### src/hw/omc_pkg.sv
/*
 * Constants and the operating-state type of the operating-mode controller.
 * Assumes a single 10 MHz main clock and synchronous software write strobes.
 */
package omc_pkg;
    // ****************************************************************
    // Operating states
    // ****************************************************************
    typedef enum logic [3:0] {
        RUN_HF_SINGLE, RUN_HF_DUAL, RUN_LF_HF_OFF, RUN_LF_HF_ON,
        DEEP_DOZE_HF, DOZE_HF_SINGLE, DOZE_HF_DUAL,
        DEEP_DOZE_LF, DOZE_LF_HF_OFF, DOZE_LF_HF_ON,
        POWER_DOWN, WARM_UP
    } omc_state_t;

    // ****************************************************************
    // Widths, reset values and timing
    // ****************************************************************
    localparam int TAP_W = 4;
    localparam int SEL_W = 2;
    localparam int WARM_W = 16;
    localparam logic [WARM_W-1:0] WARM_UP_CYCLES = 16'h0010;
    localparam logic [WARM_W-1:0] WARM_ZERO = 16'h0000;
    localparam logic [WARM_W-1:0] WARM_ONE = 16'h0001;
    localparam logic RST_HF_EN = 1'b1;
    localparam logic RST_LF_EN = 1'b0;
    localparam logic RST_CLK_SEL = 1'b0;
    localparam int MACHINE_CYCLE_STATES = 4;
endpackage

### src/hw/omc_operating_mode_controller.sv
/*
 * Operating-mode controller: state machine over run, doze, deep doze and
 * power-down, with oscillator, CPU, watchdog and peripheral clock controls.
 * Assumes the CPU presents system-control writes as one-cycle strobes and
 * all inputs are synchronous to clk.
 */
`timescale 1ns/100ps
module omc_operating_mode_controller (
    // Clock and reset
    input wire logic clk,
    input wire logic rstn,
    // System control write
    input wire logic ctrlWrite,
    input wire logic haltReqIn,
    input wire logic gateReqIn,
    input wire logic mainClockSelectIn,
    input wire logic hfOscEnableIn,
    input wire logic lfOscEnableIn,
    input wire logic stopReqIn,
    input wire logic stopLevelRelease,
    input wire logic stopReturnSlow,
    // Wake sources
    input wire logic intRequest,
    input wire logic wakePin,
    input wire logic [omc_pkg::TAP_W-1:0] baseTimerTaps,
    input wire logic [omc_pkg::SEL_W-1:0] baseTimerSourceSelect,
    // Interrupt and timer enables
    input wire logic masterIntEnable,
    input wire logic baseTimerIntEnable,
    input wire logic baseTimerOn,
    // Control readback
    output omc_pkg::omc_state_t opState,
    output logic haltReq,
    output logic peripheralClockGate,
    output logic mainClockSelect,
    output logic hfOscEnable,
    output logic lfOscEnable,
    // Clock tree controls
    output logic hfOscRun,
    output logic lfOscRun,
    output logic lfPinsAsPort,
    output logic mainClockIsLf,
    output logic cpuRun,
    output logic watchdogRun,
    output logic peripheralClockOn,
    output logic baseTimerClockOn,
    output logic dividerLowHold,
    // Events to CPU and interrupt logic
    output logic cpuTakeInt,
    output logic cpuResumeNext,
    output logic baseTimerIntSet,
    output logic baseTimerService,
    output logic oscFailReset
);
    import omc_pkg::*;

    // ****************************************************************
    // State registers
    // ****************************************************************
    omc_state_t state, next_state;
    logic next_haltReq, next_gate, next_sel, next_hfEn, next_lfEn;
    logic relLevel, next_relLevel, retSlow, next_retSlow;
    logic timerOnAtEntry, next_timerOnAtEntry;
    logic latchPending, next_latchPending;
    logic next_takeInt, next_resume, next_intSet, next_service, next_fail;
    logic tapPrev, next_tapPrev, wakePrev, next_wakePrev;
    logic [WARM_W-1:0] warmCount, next_warmCount;
    logic tapNow, tapFall, wakeHit, failWrite, isDoze, isDeep, isRun;

    assign tapNow = baseTimerTaps[baseTimerSourceSelect];
    assign tapFall = tapPrev && !tapNow;
    assign wakeHit = relLevel ? wakePin : (wakePin && !wakePrev);
    // Clearing both enables, or the one feeding the main clock, is fatal
    assign failWrite = ctrlWrite && ((!hfOscEnableIn && !lfOscEnableIn)
        || (!hfOscEnableIn && !mainClockIsLf)
        || (!lfOscEnableIn && mainClockIsLf));
    assign isDoze = state inside {DOZE_HF_SINGLE, DOZE_HF_DUAL, DOZE_LF_HF_OFF, DOZE_LF_HF_ON};
    assign isDeep = state inside {DEEP_DOZE_HF, DEEP_DOZE_LF};
    assign isRun = state inside {RUN_HF_SINGLE, RUN_HF_DUAL, RUN_LF_HF_OFF, RUN_LF_HF_ON};

    // ****************************************************************
    // Next-state logic
    // ****************************************************************
    always_comb begin
        next_state = state;
        next_haltReq = haltReq;
        next_gate = peripheralClockGate;
        next_sel = mainClockSelect;
        next_hfEn = hfOscEnable;
        next_lfEn = lfOscEnable;
        next_relLevel = relLevel;
        next_retSlow = retSlow;
        next_timerOnAtEntry = timerOnAtEntry;
        next_latchPending = 1'b0;
        next_takeInt = 1'b0;
        next_resume = 1'b0;
        next_intSet = latchPending && isRun;
        next_service = 1'b0;
        next_fail = failWrite;
        next_tapPrev = tapNow;
        next_wakePrev = wakePin;
        next_warmCount = warmCount;
        if (failWrite) begin
            next_state = RUN_HF_SINGLE;
            next_haltReq = 1'b0;
            next_gate = 1'b0;
            next_sel = RST_CLK_SEL;
            next_hfEn = RST_HF_EN;
            next_lfEn = RST_LF_EN;
        end else if (ctrlWrite && isRun) begin
            next_sel = mainClockSelectIn;
            next_hfEn = hfOscEnableIn;
            next_lfEn = lfOscEnableIn;
            next_relLevel = stopLevelRelease;
            next_retSlow = stopReturnSlow;
            next_haltReq = haltReqIn;
            next_gate = gateReqIn;
            // Halt and gate together are illegal; halt is taken first
            if (stopReqIn) begin
                next_state = POWER_DOWN;
            end else if (haltReqIn) begin
                unique case (state)
                    RUN_HF_SINGLE: next_state = DOZE_HF_SINGLE;
                    RUN_HF_DUAL: next_state = DOZE_HF_DUAL;
                    RUN_LF_HF_OFF: next_state = DOZE_LF_HF_OFF;
                    default: next_state = DOZE_LF_HF_ON;
                endcase
            end else if (gateReqIn) begin
                // Entry does not depend on the timer enable
                next_timerOnAtEntry = baseTimerOn;
                next_state = mainClockIsLf ? DEEP_DOZE_LF : DEEP_DOZE_HF;
            end else begin
                unique case (state)
                    RUN_HF_SINGLE: if (lfOscEnableIn) next_state = RUN_HF_DUAL;
                    RUN_HF_DUAL: begin
                        if (mainClockSelectIn) begin
                            next_state = RUN_LF_HF_ON;
                        end else if (!lfOscEnableIn) begin
                            next_state = RUN_HF_SINGLE;
                        end
                    end
                    RUN_LF_HF_ON: begin
                        if (!mainClockSelectIn) begin
                            next_state = RUN_HF_DUAL;
                        end else if (!hfOscEnableIn) begin
                            next_state = RUN_LF_HF_OFF;
                        end
                    end
                    default: if (hfOscEnableIn) next_state = RUN_LF_HF_ON;
                endcase
            end
        end else if (isDoze && intRequest) begin
            next_haltReq = 1'b0;
            next_takeInt = masterIntEnable;
            next_resume = !masterIntEnable;
            unique case (state)
                DOZE_HF_SINGLE: next_state = RUN_HF_SINGLE;
                DOZE_HF_DUAL: next_state = RUN_HF_DUAL;
                DOZE_LF_HF_OFF: next_state = RUN_LF_HF_OFF;
                default: next_state = RUN_LF_HF_ON;
            endcase
        end else if (isDeep && tapFall) begin
            next_gate = 1'b0;
            next_latchPending = timerOnAtEntry;
            next_service = masterIntEnable && baseTimerIntEnable && timerOnAtEntry;
            next_state = (state == DEEP_DOZE_LF) ? RUN_LF_HF_OFF : RUN_HF_SINGLE;
        end else if (state == POWER_DOWN && wakeHit) begin
            next_warmCount = WARM_UP_CYCLES;
            next_state = WARM_UP;
        end else if (state == WARM_UP) begin
            if (warmCount == WARM_ONE) begin
                next_warmCount = WARM_ZERO;
                next_resume = 1'b1;
                next_state = retSlow ? RUN_LF_HF_OFF : RUN_HF_SINGLE;
            end else begin
                next_warmCount = warmCount - WARM_ONE;
            end
        end
    end

    // ****************************************************************
    // Registers, one state encoding for the whole controller
    // ****************************************************************
    always_ff @(posedge clk) begin
        if (!rstn) begin
            state <= RUN_HF_SINGLE;
            haltReq <= 1'b0;
            peripheralClockGate <= 1'b0;
            mainClockSelect <= RST_CLK_SEL;
            hfOscEnable <= RST_HF_EN;
            lfOscEnable <= RST_LF_EN;
            relLevel <= 1'b0;
            retSlow <= 1'b0;
            timerOnAtEntry <= 1'b0;
            latchPending <= 1'b0;
            cpuTakeInt <= 1'b0;
            cpuResumeNext <= 1'b0;
            baseTimerIntSet <= 1'b0;
            baseTimerService <= 1'b0;
            oscFailReset <= 1'b0;
            tapPrev <= 1'b0;
            wakePrev <= 1'b0;
            warmCount <= WARM_ZERO;
        end else begin
            state <= next_state;
            haltReq <= next_haltReq;
            peripheralClockGate <= next_gate;
            mainClockSelect <= next_sel;
            hfOscEnable <= next_hfEn;
            lfOscEnable <= next_lfEn;
            relLevel <= next_relLevel;
            retSlow <= next_retSlow;
            timerOnAtEntry <= next_timerOnAtEntry;
            latchPending <= next_latchPending;
            cpuTakeInt <= next_takeInt;
            cpuResumeNext <= next_resume;
            baseTimerIntSet <= next_intSet;
            baseTimerService <= next_service;
            oscFailReset <= next_fail;
            tapPrev <= next_tapPrev;
            wakePrev <= next_wakePrev;
            warmCount <= next_warmCount;
        end
    end

    // ****************************************************************
    // Clock tree decode
    // ****************************************************************
    assign opState = state;
    assign mainClockIsLf = state inside {RUN_LF_HF_OFF, RUN_LF_HF_ON, DEEP_DOZE_LF,
        DOZE_LF_HF_OFF, DOZE_LF_HF_ON};
    // Slow deep doze keeps the fast oscillator only if software left it enabled
    assign hfOscRun = !(state inside {RUN_LF_HF_OFF, DOZE_LF_HF_OFF, POWER_DOWN})
        && !(state == DEEP_DOZE_LF && !hfOscEnable);
    assign lfOscRun = !(state inside {RUN_HF_SINGLE, DOZE_HF_SINGLE, POWER_DOWN, WARM_UP})
        && !(state == DEEP_DOZE_HF && !lfOscEnable);
    assign lfPinsAsPort = !lfOscRun;
    assign cpuRun = isRun;
    assign watchdogRun = isRun;
    assign peripheralClockOn = isRun || isDoze;
    assign baseTimerClockOn = isRun || isDoze || isDeep;
    // Slow main clock, except in slow run with fast on, leaves the first six divider stages frozen
    assign dividerLowHold = state inside {RUN_LF_HF_OFF, DOZE_LF_HF_OFF, DOZE_LF_HF_ON,
        DEEP_DOZE_LF};

    // ****************************************************************
    // Checks
    // ****************************************************************
    // Bound covers the warm-up count with slack for the return edge
    localparam int WARM_BOUND = 20;
endmodule

### config.mk
export PLATFORM = sky130hd
export DESIGN_NAME = omc_operating_mode_controller
export DESIGN_NICKNAME = d
export VERILOG_FILES = /design/src/hw/omc_pkg.sv /design/src/hw/omc_operating_mode_controller.sv
export SDC_FILE = /design/constraint.sdc
export NUM_CORES = 1
export LEC_CHECK = 0
export BUFFER_PORTS_ARGS = -buffer_cell sky130_fd_sc_hd__buf_4
export CORE_MARGIN = 8
export CORE_UTILIZATION = 30
export CTS_CLUSTER_SIZE = 30
export DETAILED_ROUTE_END_ITERATION = 8
export PLACE_DENSITY = 0.56
export SLEW_MARGIN = 20
export SYNTH_ARGS = -nofsm -noshare
export SYNTH_HDL_FRONTEND = slang
export SYNTH_SLANG_ARGS = --single-unit
### constraint.sdc
create_clock -name clk -period 2.4 [get_ports clk]
set_clock_uncertainty 0.05 [all_clocks]
set_input_delay 0.12 -clock clk [delete_from_list [all_inputs] [get_ports clk]]
set_output_delay 0.12 -clock clk [all_outputs]
set_load 0.05 [all_outputs]
==> results of run 1 <==
## cell families after synthesis
family,synth area share
and+or+nand+nor,0.331
AOI/OAI and AO/OA,0.255
DFF,0.312
buffers and inverters,0.0655
muxes,0.0184
xor gates and xnor gates,0.00759
adders and majority gates,0.0108
## cell type report
type / count / area [sq um] / area share
Sequential cell: 36 / 721 / 0.251
Tap cell: 102 / 128 / 0.0444
Multi-Input combinational cell: 230 / 1440 / 0.501
Timing Repair Buffer: 59 / 443 / 0.154
Inverter: 9 / 33.8 / 0.0117
Clock inverter: 3 / 42.5 / 0.0148
Clock buffer: 5 / 68.8 / 0.0239
## stage by stage
stage / setup WS, ns / power, uW / std cells
floorplan: -0.0687 / 1060 / 299
global placement: 0.259 / 1250 / 436
detailed placement: 0.203 / 1250 / 436
CTS: 0.170 / 1790 / 444
global route: 0.0928 / 1860 / 444
finish: 0.258 / 1780 / 444
## power breakdown
group / internal [uW] / switching (uW) / leakage [uW]
registers: 619 / 23.8 / 0.000292
logic: 202 / 394 / 0.000809
clock network: 308 / 235 / 0.0000541
## state kept, by name (all words and copies together), names as in the netlist
signal               flops
opState                  4
peripheralClockGate      1
warmCount               16
oscFailReset             1
mainClockSelect          1
hfOscEnable              1
relLevel                 1
baseTimerIntSet          1
baseTimerService         1
lfOscEnable              1
latchPending             1
cpuTakeInt               1
wakePrev                 1
cpuResumeNext            1
timerOnAtEntry           1
retSlow                  1
haltReq                  1
tapPrev                  1
## routing by layer
metal | vias up | global-route usage | part of all wire
met5 | - | 0 | 0
met4 | 0 | 0.0476 | 0.0086
met3 | 5 | 0.0254 | 0.065
met2 | 84 | 0.197 | 0.45
met1 | 1150 | 0.184 | 0.48
li1 | 1204 | - | -
## repair_timing
action,CTS,global route
hold buffers,0,0
gates resized for setup,0,1
endpoints found under the setup margin,0,1
## critical path: stages, from the launching register on
cell	delay, ns
dfxtp_1	0.40
inv_1	0.08
ha_1	0.19
nor4b_1	0.14
and4_1	0.32
or2_0	0.27
or4_1	0.47
o211ai_1	0.16
## layout by cell type (no fill, tap or decap), drive strengths merged, types with 2 or more instances in the layout
cell | netlist | layout
nor4bb | 2 | 2
nand2 | 38 | 38
nor2 | 22 | 22
a311oi | 3 | 3
mux2 | 2 | 2
and2 | 3 | 3
nor3 | 7 | 7
clkbuf | 10 | 5
o2111ai | 2 | 2
o211ai | 6 | 6
o21ai | 18 | 18
buf | 14 | 59
or3 | 4 | 4
a31oi | 2 | 2
a2bb2oi | 2 | 2
or3b | 3 | 3
nor4 | 5 | 5
a21oi | 14 | 14
a211oi | 11 | 11
o31ai | 3 | 3
and3 | 2 | 2
nand2b | 6 | 6
mux2i | 2 | 2
nor3b | 2 | 2
nand3b | 3 | 3
nor4b | 4 | 4
nand3 | 15 | 15
nand4 | 6 | 6
ha | 2 | 2
inv | 9 | 9
nor2b | 6 | 6
dfxtp | 36 | 36
or4 | 4 | 4
o22ai | 6 | 6
o32ai | 6 | 6
## final timing paths
check	from	to	depth (start not counted)
worst max-delay path	warmCount[1]$_SDFFE_PN0P_	warmCount[14]$_SDFFE_PN0P_	7
worst min register to register	timerOnAtEntry$_SDFFE_PN0P_	latchPending$_SDFF_PP0_	2
worst min-delay path	wakePin	wakePrev$_SDFF_PN0_	2
worst max register to register	warmCount[1]$_SDFFE_PN0P_	warmCount[14]$_SDFFE_PN0P_	7
==> results.cfg, run 1 <==
[drt]
num_vias = 2443
drtPass1Iterations = 4
post-route-drc-count = 0
drt_wl_total_mm = 7.31
antenna_left = 0
routedWlPerCell_um = 16.5
via_per_inst = 5.50
first_iter_violations = 259

[timing]
timing.fmax_mhz = 467
tns_ns = 0
tightestPinTransition_ns = 0.490
finalCritPeriodShare = 0.893
rsz0062_at_grt = no
slew_violations = 0
holdWs_ns = 0.0166
finalHoldViolations = 0
relSlewSlack = 0.673
setup_violations = 0
period_needed_ns = 2.14

[finish]
drive_above_1_share = 0.228
design_area_sq_um = 2880
n_fill_cell = 803
final_util = 0.378
n_antenna_cell = 0
final_nets = 365
area_growth_pct = 24.5

[floorplanning]
placementRows = 32
initial_core_util = 0.304
die_y_um = 104
die_area_sq_um = 10800
coreArea_sq_um = 7610
dieWidth_um = 104
ios = 45

[yosys]
netlist_instances = 299
synth_seq_area_share = 0.312
synth.avg_cell_area_sq_um = 7.72
synth_top_area_share = 0.312
syn-num-nets = 323
synth_edf_count = 0
synth-seq-cells = 36
synthTopCellsByCount = 38 x nand2_1, 36 x dfxtp_1, 22 x nor2_1
ys_top_cells_by_area = dfxtp_1 31%, nand2_1 6.2%, o21ai_0 3.9%
netlist_area_sq_um = 2310
yosysTopAreaCell = dfxtp_1
ys.flop_type = dfxtp_1
async_flop_share = 0
synth_cell_type_count = 63
ys.warnings.count = 0
synth_most_common_cell = nand2_1

[critical_path]
rrSetupSlack_ns = 0.26
critPathLaunchType = flop
critPathMaxFanout = 9
crit_required_ns = 2.56
critPathKind = reg -> reg
critPathCaptureType = flop
cp_data_arrival_time_ns = 2.31

[run_status]
status = complete, no violations

[placed_design]
hpwlAfterDp_mm = 5.38
portBuffers = 44
place_congestion = 0.861
placed_area_sq_um = 2760

[grt]
grt_usage = 0.132
grt_start_max_net_pins = 29
antenna_found_initial = 0
grt_pass1_wl_mm = 12.0
globalRouteOverflowTotal = 0
grt_pass1_vias = 2277

[flow_run]
cap_viol_max_count = 0

[power_and_ir_drop]
power.leakage_uw = 0.00116
powerDensity_nw_per_um2 = 619
ir_drop_uv = 290

[clock_tree]
htree_levels = 2
cts_root_buf = clkbuf_8
cts_max_path_buffers = 2
path_clk_slew_ns = 0.08
postCtsSetupBuffers = 0
clkSinkCount = 36
clk_latency_ns = 0.29
cts_tree = done
numCtsBuffers = 5

[hold_path]
hold_class = in -> reg
No activity file was read; power rests on OpenSTA's default activity.
==> run 2, diff against run 1 <==
--- a/config.mk
+++ b/config.mk
@@ -11,6 +11,7 @@
 export CTS_CLUSTER_SIZE = 30
 export DETAILED_ROUTE_END_ITERATION = 8
 export PLACE_DENSITY = 0.56
+export REMOVE_ABC_BUFFERS = 1
 export SLEW_MARGIN = 20
 export SYNTH_ARGS = -nofsm -noshare
 export SYNTH_HDL_FRONTEND = slang
==> results.cfg, run 2 (synthesis results as in run 1) <==
[floorplanning]
initial_core_util = 0.304
coreArea_sq_um = 7610
ios = 45
dieWidth_um = 104
placementRows = 32
die_y_um = 104
die_area_sq_um = 10800

[critical_path]
critPathMaxFanout = 9
rrSetupSlack_ns = 0.26
reg2reg_from = warmCount[1]$_SDFFE_PN0P_
critPathKind = reg -> reg
critPathCaptureType = flop
crit_required_ns = 2.54
r2r_end = warmCount[13]$_SDFFE_PN0P_
cp_data_arrival_time_ns = 2.29
critPathLaunchType = flop
rr_worst_depth = 8

[power_and_ir_drop]
swShare = 0.361
powerDensity_nw_per_um2 = 606
ir_drop_uv = 250
pwr-share-seq = 0.360
pwr-share-comb = 0.342
intPower_uw = 1140
clockPowerShare = 0.298
power_switching_uw = 647
p_total_uw = 1790
power.leakage_uw = 0.00121

[grt]
globalRouteOverflowTotal = 0
grt_pass1_wl_mm = 12.4
antenna_found_initial = 0
grt_start_max_net_pins = 29
grt_usage = 0.137
grt_pass1_vias = 2369

[timing]
slew_violations = 0
setup_violations = 0
worst_slack_ns = 0.258
relSlewSlack = 0.648
period_needed_ns = 2.14
holdWs_ns = 0.0259
rsz0062_at_grt = no
tightestPinTransition_ns = 0.526
finalCritPeriodShare = 0.893
tns_ns = 0
finalHoldViolations = 0
timing.fmax_mhz = 467

[clock_tree]
path_clk_slew_ns = 0.07
cts_tree = done
cts_root_buf = clkbuf_8
clkSinkCount = 36
postCtsSetupBuffers = 0
cts_max_path_buffers = 2
clk_latency_ns = 0.29
htree_levels = 2
cts_resized = 0
numCtsBuffers = 5
hold_buffers = 0

[drt]
post-route-drc-count = 0
antenna_left = 0
routedWlPerCell_um = 16.5
drtPass1Iterations = 4
drt_wl_total_mm = 7.50
via_per_inst = 5.51
num_vias = 2506
first_iter_violations = 147

[hold_path]
holdPathEnd = baseTimerService$_SDFF_PP0_
hold_class = in -> reg
worstHoldStart = baseTimerIntEnable
hold_depth = 3

[placed_design]
portBuffers = 44
dp.cells = 447
place_ws_ns = 0.268
hpwlAfterDp_mm = 5.75
place_congestion = 0.982

[finish]
layout_common_cells = 70 x buf_4, 38 x nand2_1, 36 x dfxtp_1
top_register = warmCount
stdcell_count = 455
n_antenna_cell = 0
largest_reg_flops = 16
area_growth_pct = 27.8
n_fill_cell = 823
drive_above_1_share = 0.246
mostFrequentLayoutCell = buf_4
final_nets = 376

[run_status]
status = complete, no violations

[flow_run]
cap_viol_max_count = 0
## run 2: cell count changes in the layout (fill, tap and decap cells not counted), sizes merged
cell      previous run  this run
clkinvlp             1         0
clkbuf               5         6
buf                 59        70
## run 2: metal layers
metal | share of wire | global-route usage
met1 | 0.47 | 0.179
met2 | 0.45 | 0.217
met3 | 0.058 | 0.0248
met4 | 0.022 | 0.0589
met5 | 0 | 0
## run 2: worst max path at each step
stage / slack (ns) / start / end
2_1_floorplan: -0.73 / opState[1]$_SDFFE_PP0P_ / lfOscRun
6_report: 0.26 / warmCount[1]$_SDFFE_PN0P_ / warmCount[13]$_SDFFE_PN0P_
4_1_cts: 0.24 / warmCount[1]$_SDFFE_PN0P_ / warmCount[13]$_SDFFE_PN0P_
3_5_place_dp: 0.27 / warmCount[1]$_SDFFE_PN0P_ / warmCount[13]$_SDFFE_PN0P_
3_3_place_gp: 0.27 / opState[1]$_SDFFE_PP0P_ / opState[3]$_SDFFE_PP0P_
5_1_grt: 0.11 / warmCount[1]$_SDFFE_PN0P_ / warmCount[13]$_SDFFE_PN0P_
## run 2: layout make-up
type                            instances  area, sq um  share of cell area
Clock buffer                            6         72.6              0.0246
Clock inverter                          2         35.0              0.0119
Inverter                                9         33.8              0.0114
Multi-Input combinational cell        230         1440               0.487
Sequential cell                        36          721               0.244
Tap cell                              102          128              0.0432
Timing Repair Buffer                   70          526               0.178
## run 2: worst max-delay path, cell delays in order, from the launching register on
cell     delay [ns]
dfxtp_1        0.40
inv_1          0.09
ha_1           0.18
nor4b_1        0.13
and4_1         0.32
nor4_2         0.20
buf_4          0.19
nand2_1        0.17
o32ai_1        0.31
## run 2: power by group through the flow
stage / logic [uW] / registers [uW] / clock network (uW)
2_1_floorplan: 307 / 718 / 0
3_3_place_gp: 614 / 656 / 0
3_5_place_dp: 609 / 657 / 0
4_1_cts: 612 / 643 / 549
5_1_grt: 656 / 647 / 573
6_report: 613 / 643 / 533
## run 2: metrics by stage
| step | util | area, sq um |
|---|---|---|
| 2_1_floorplan | - | 2190 |
| 3_3_place_gp | 0.374 | 2850 |
| 3_5_place_dp | 0.374 | 2850 |
| 4_1_cts | 0.388 | 2950 |
| 5_1_grt | 0.388 | 2950 |
| 6_report | 0.388 | 2950 |
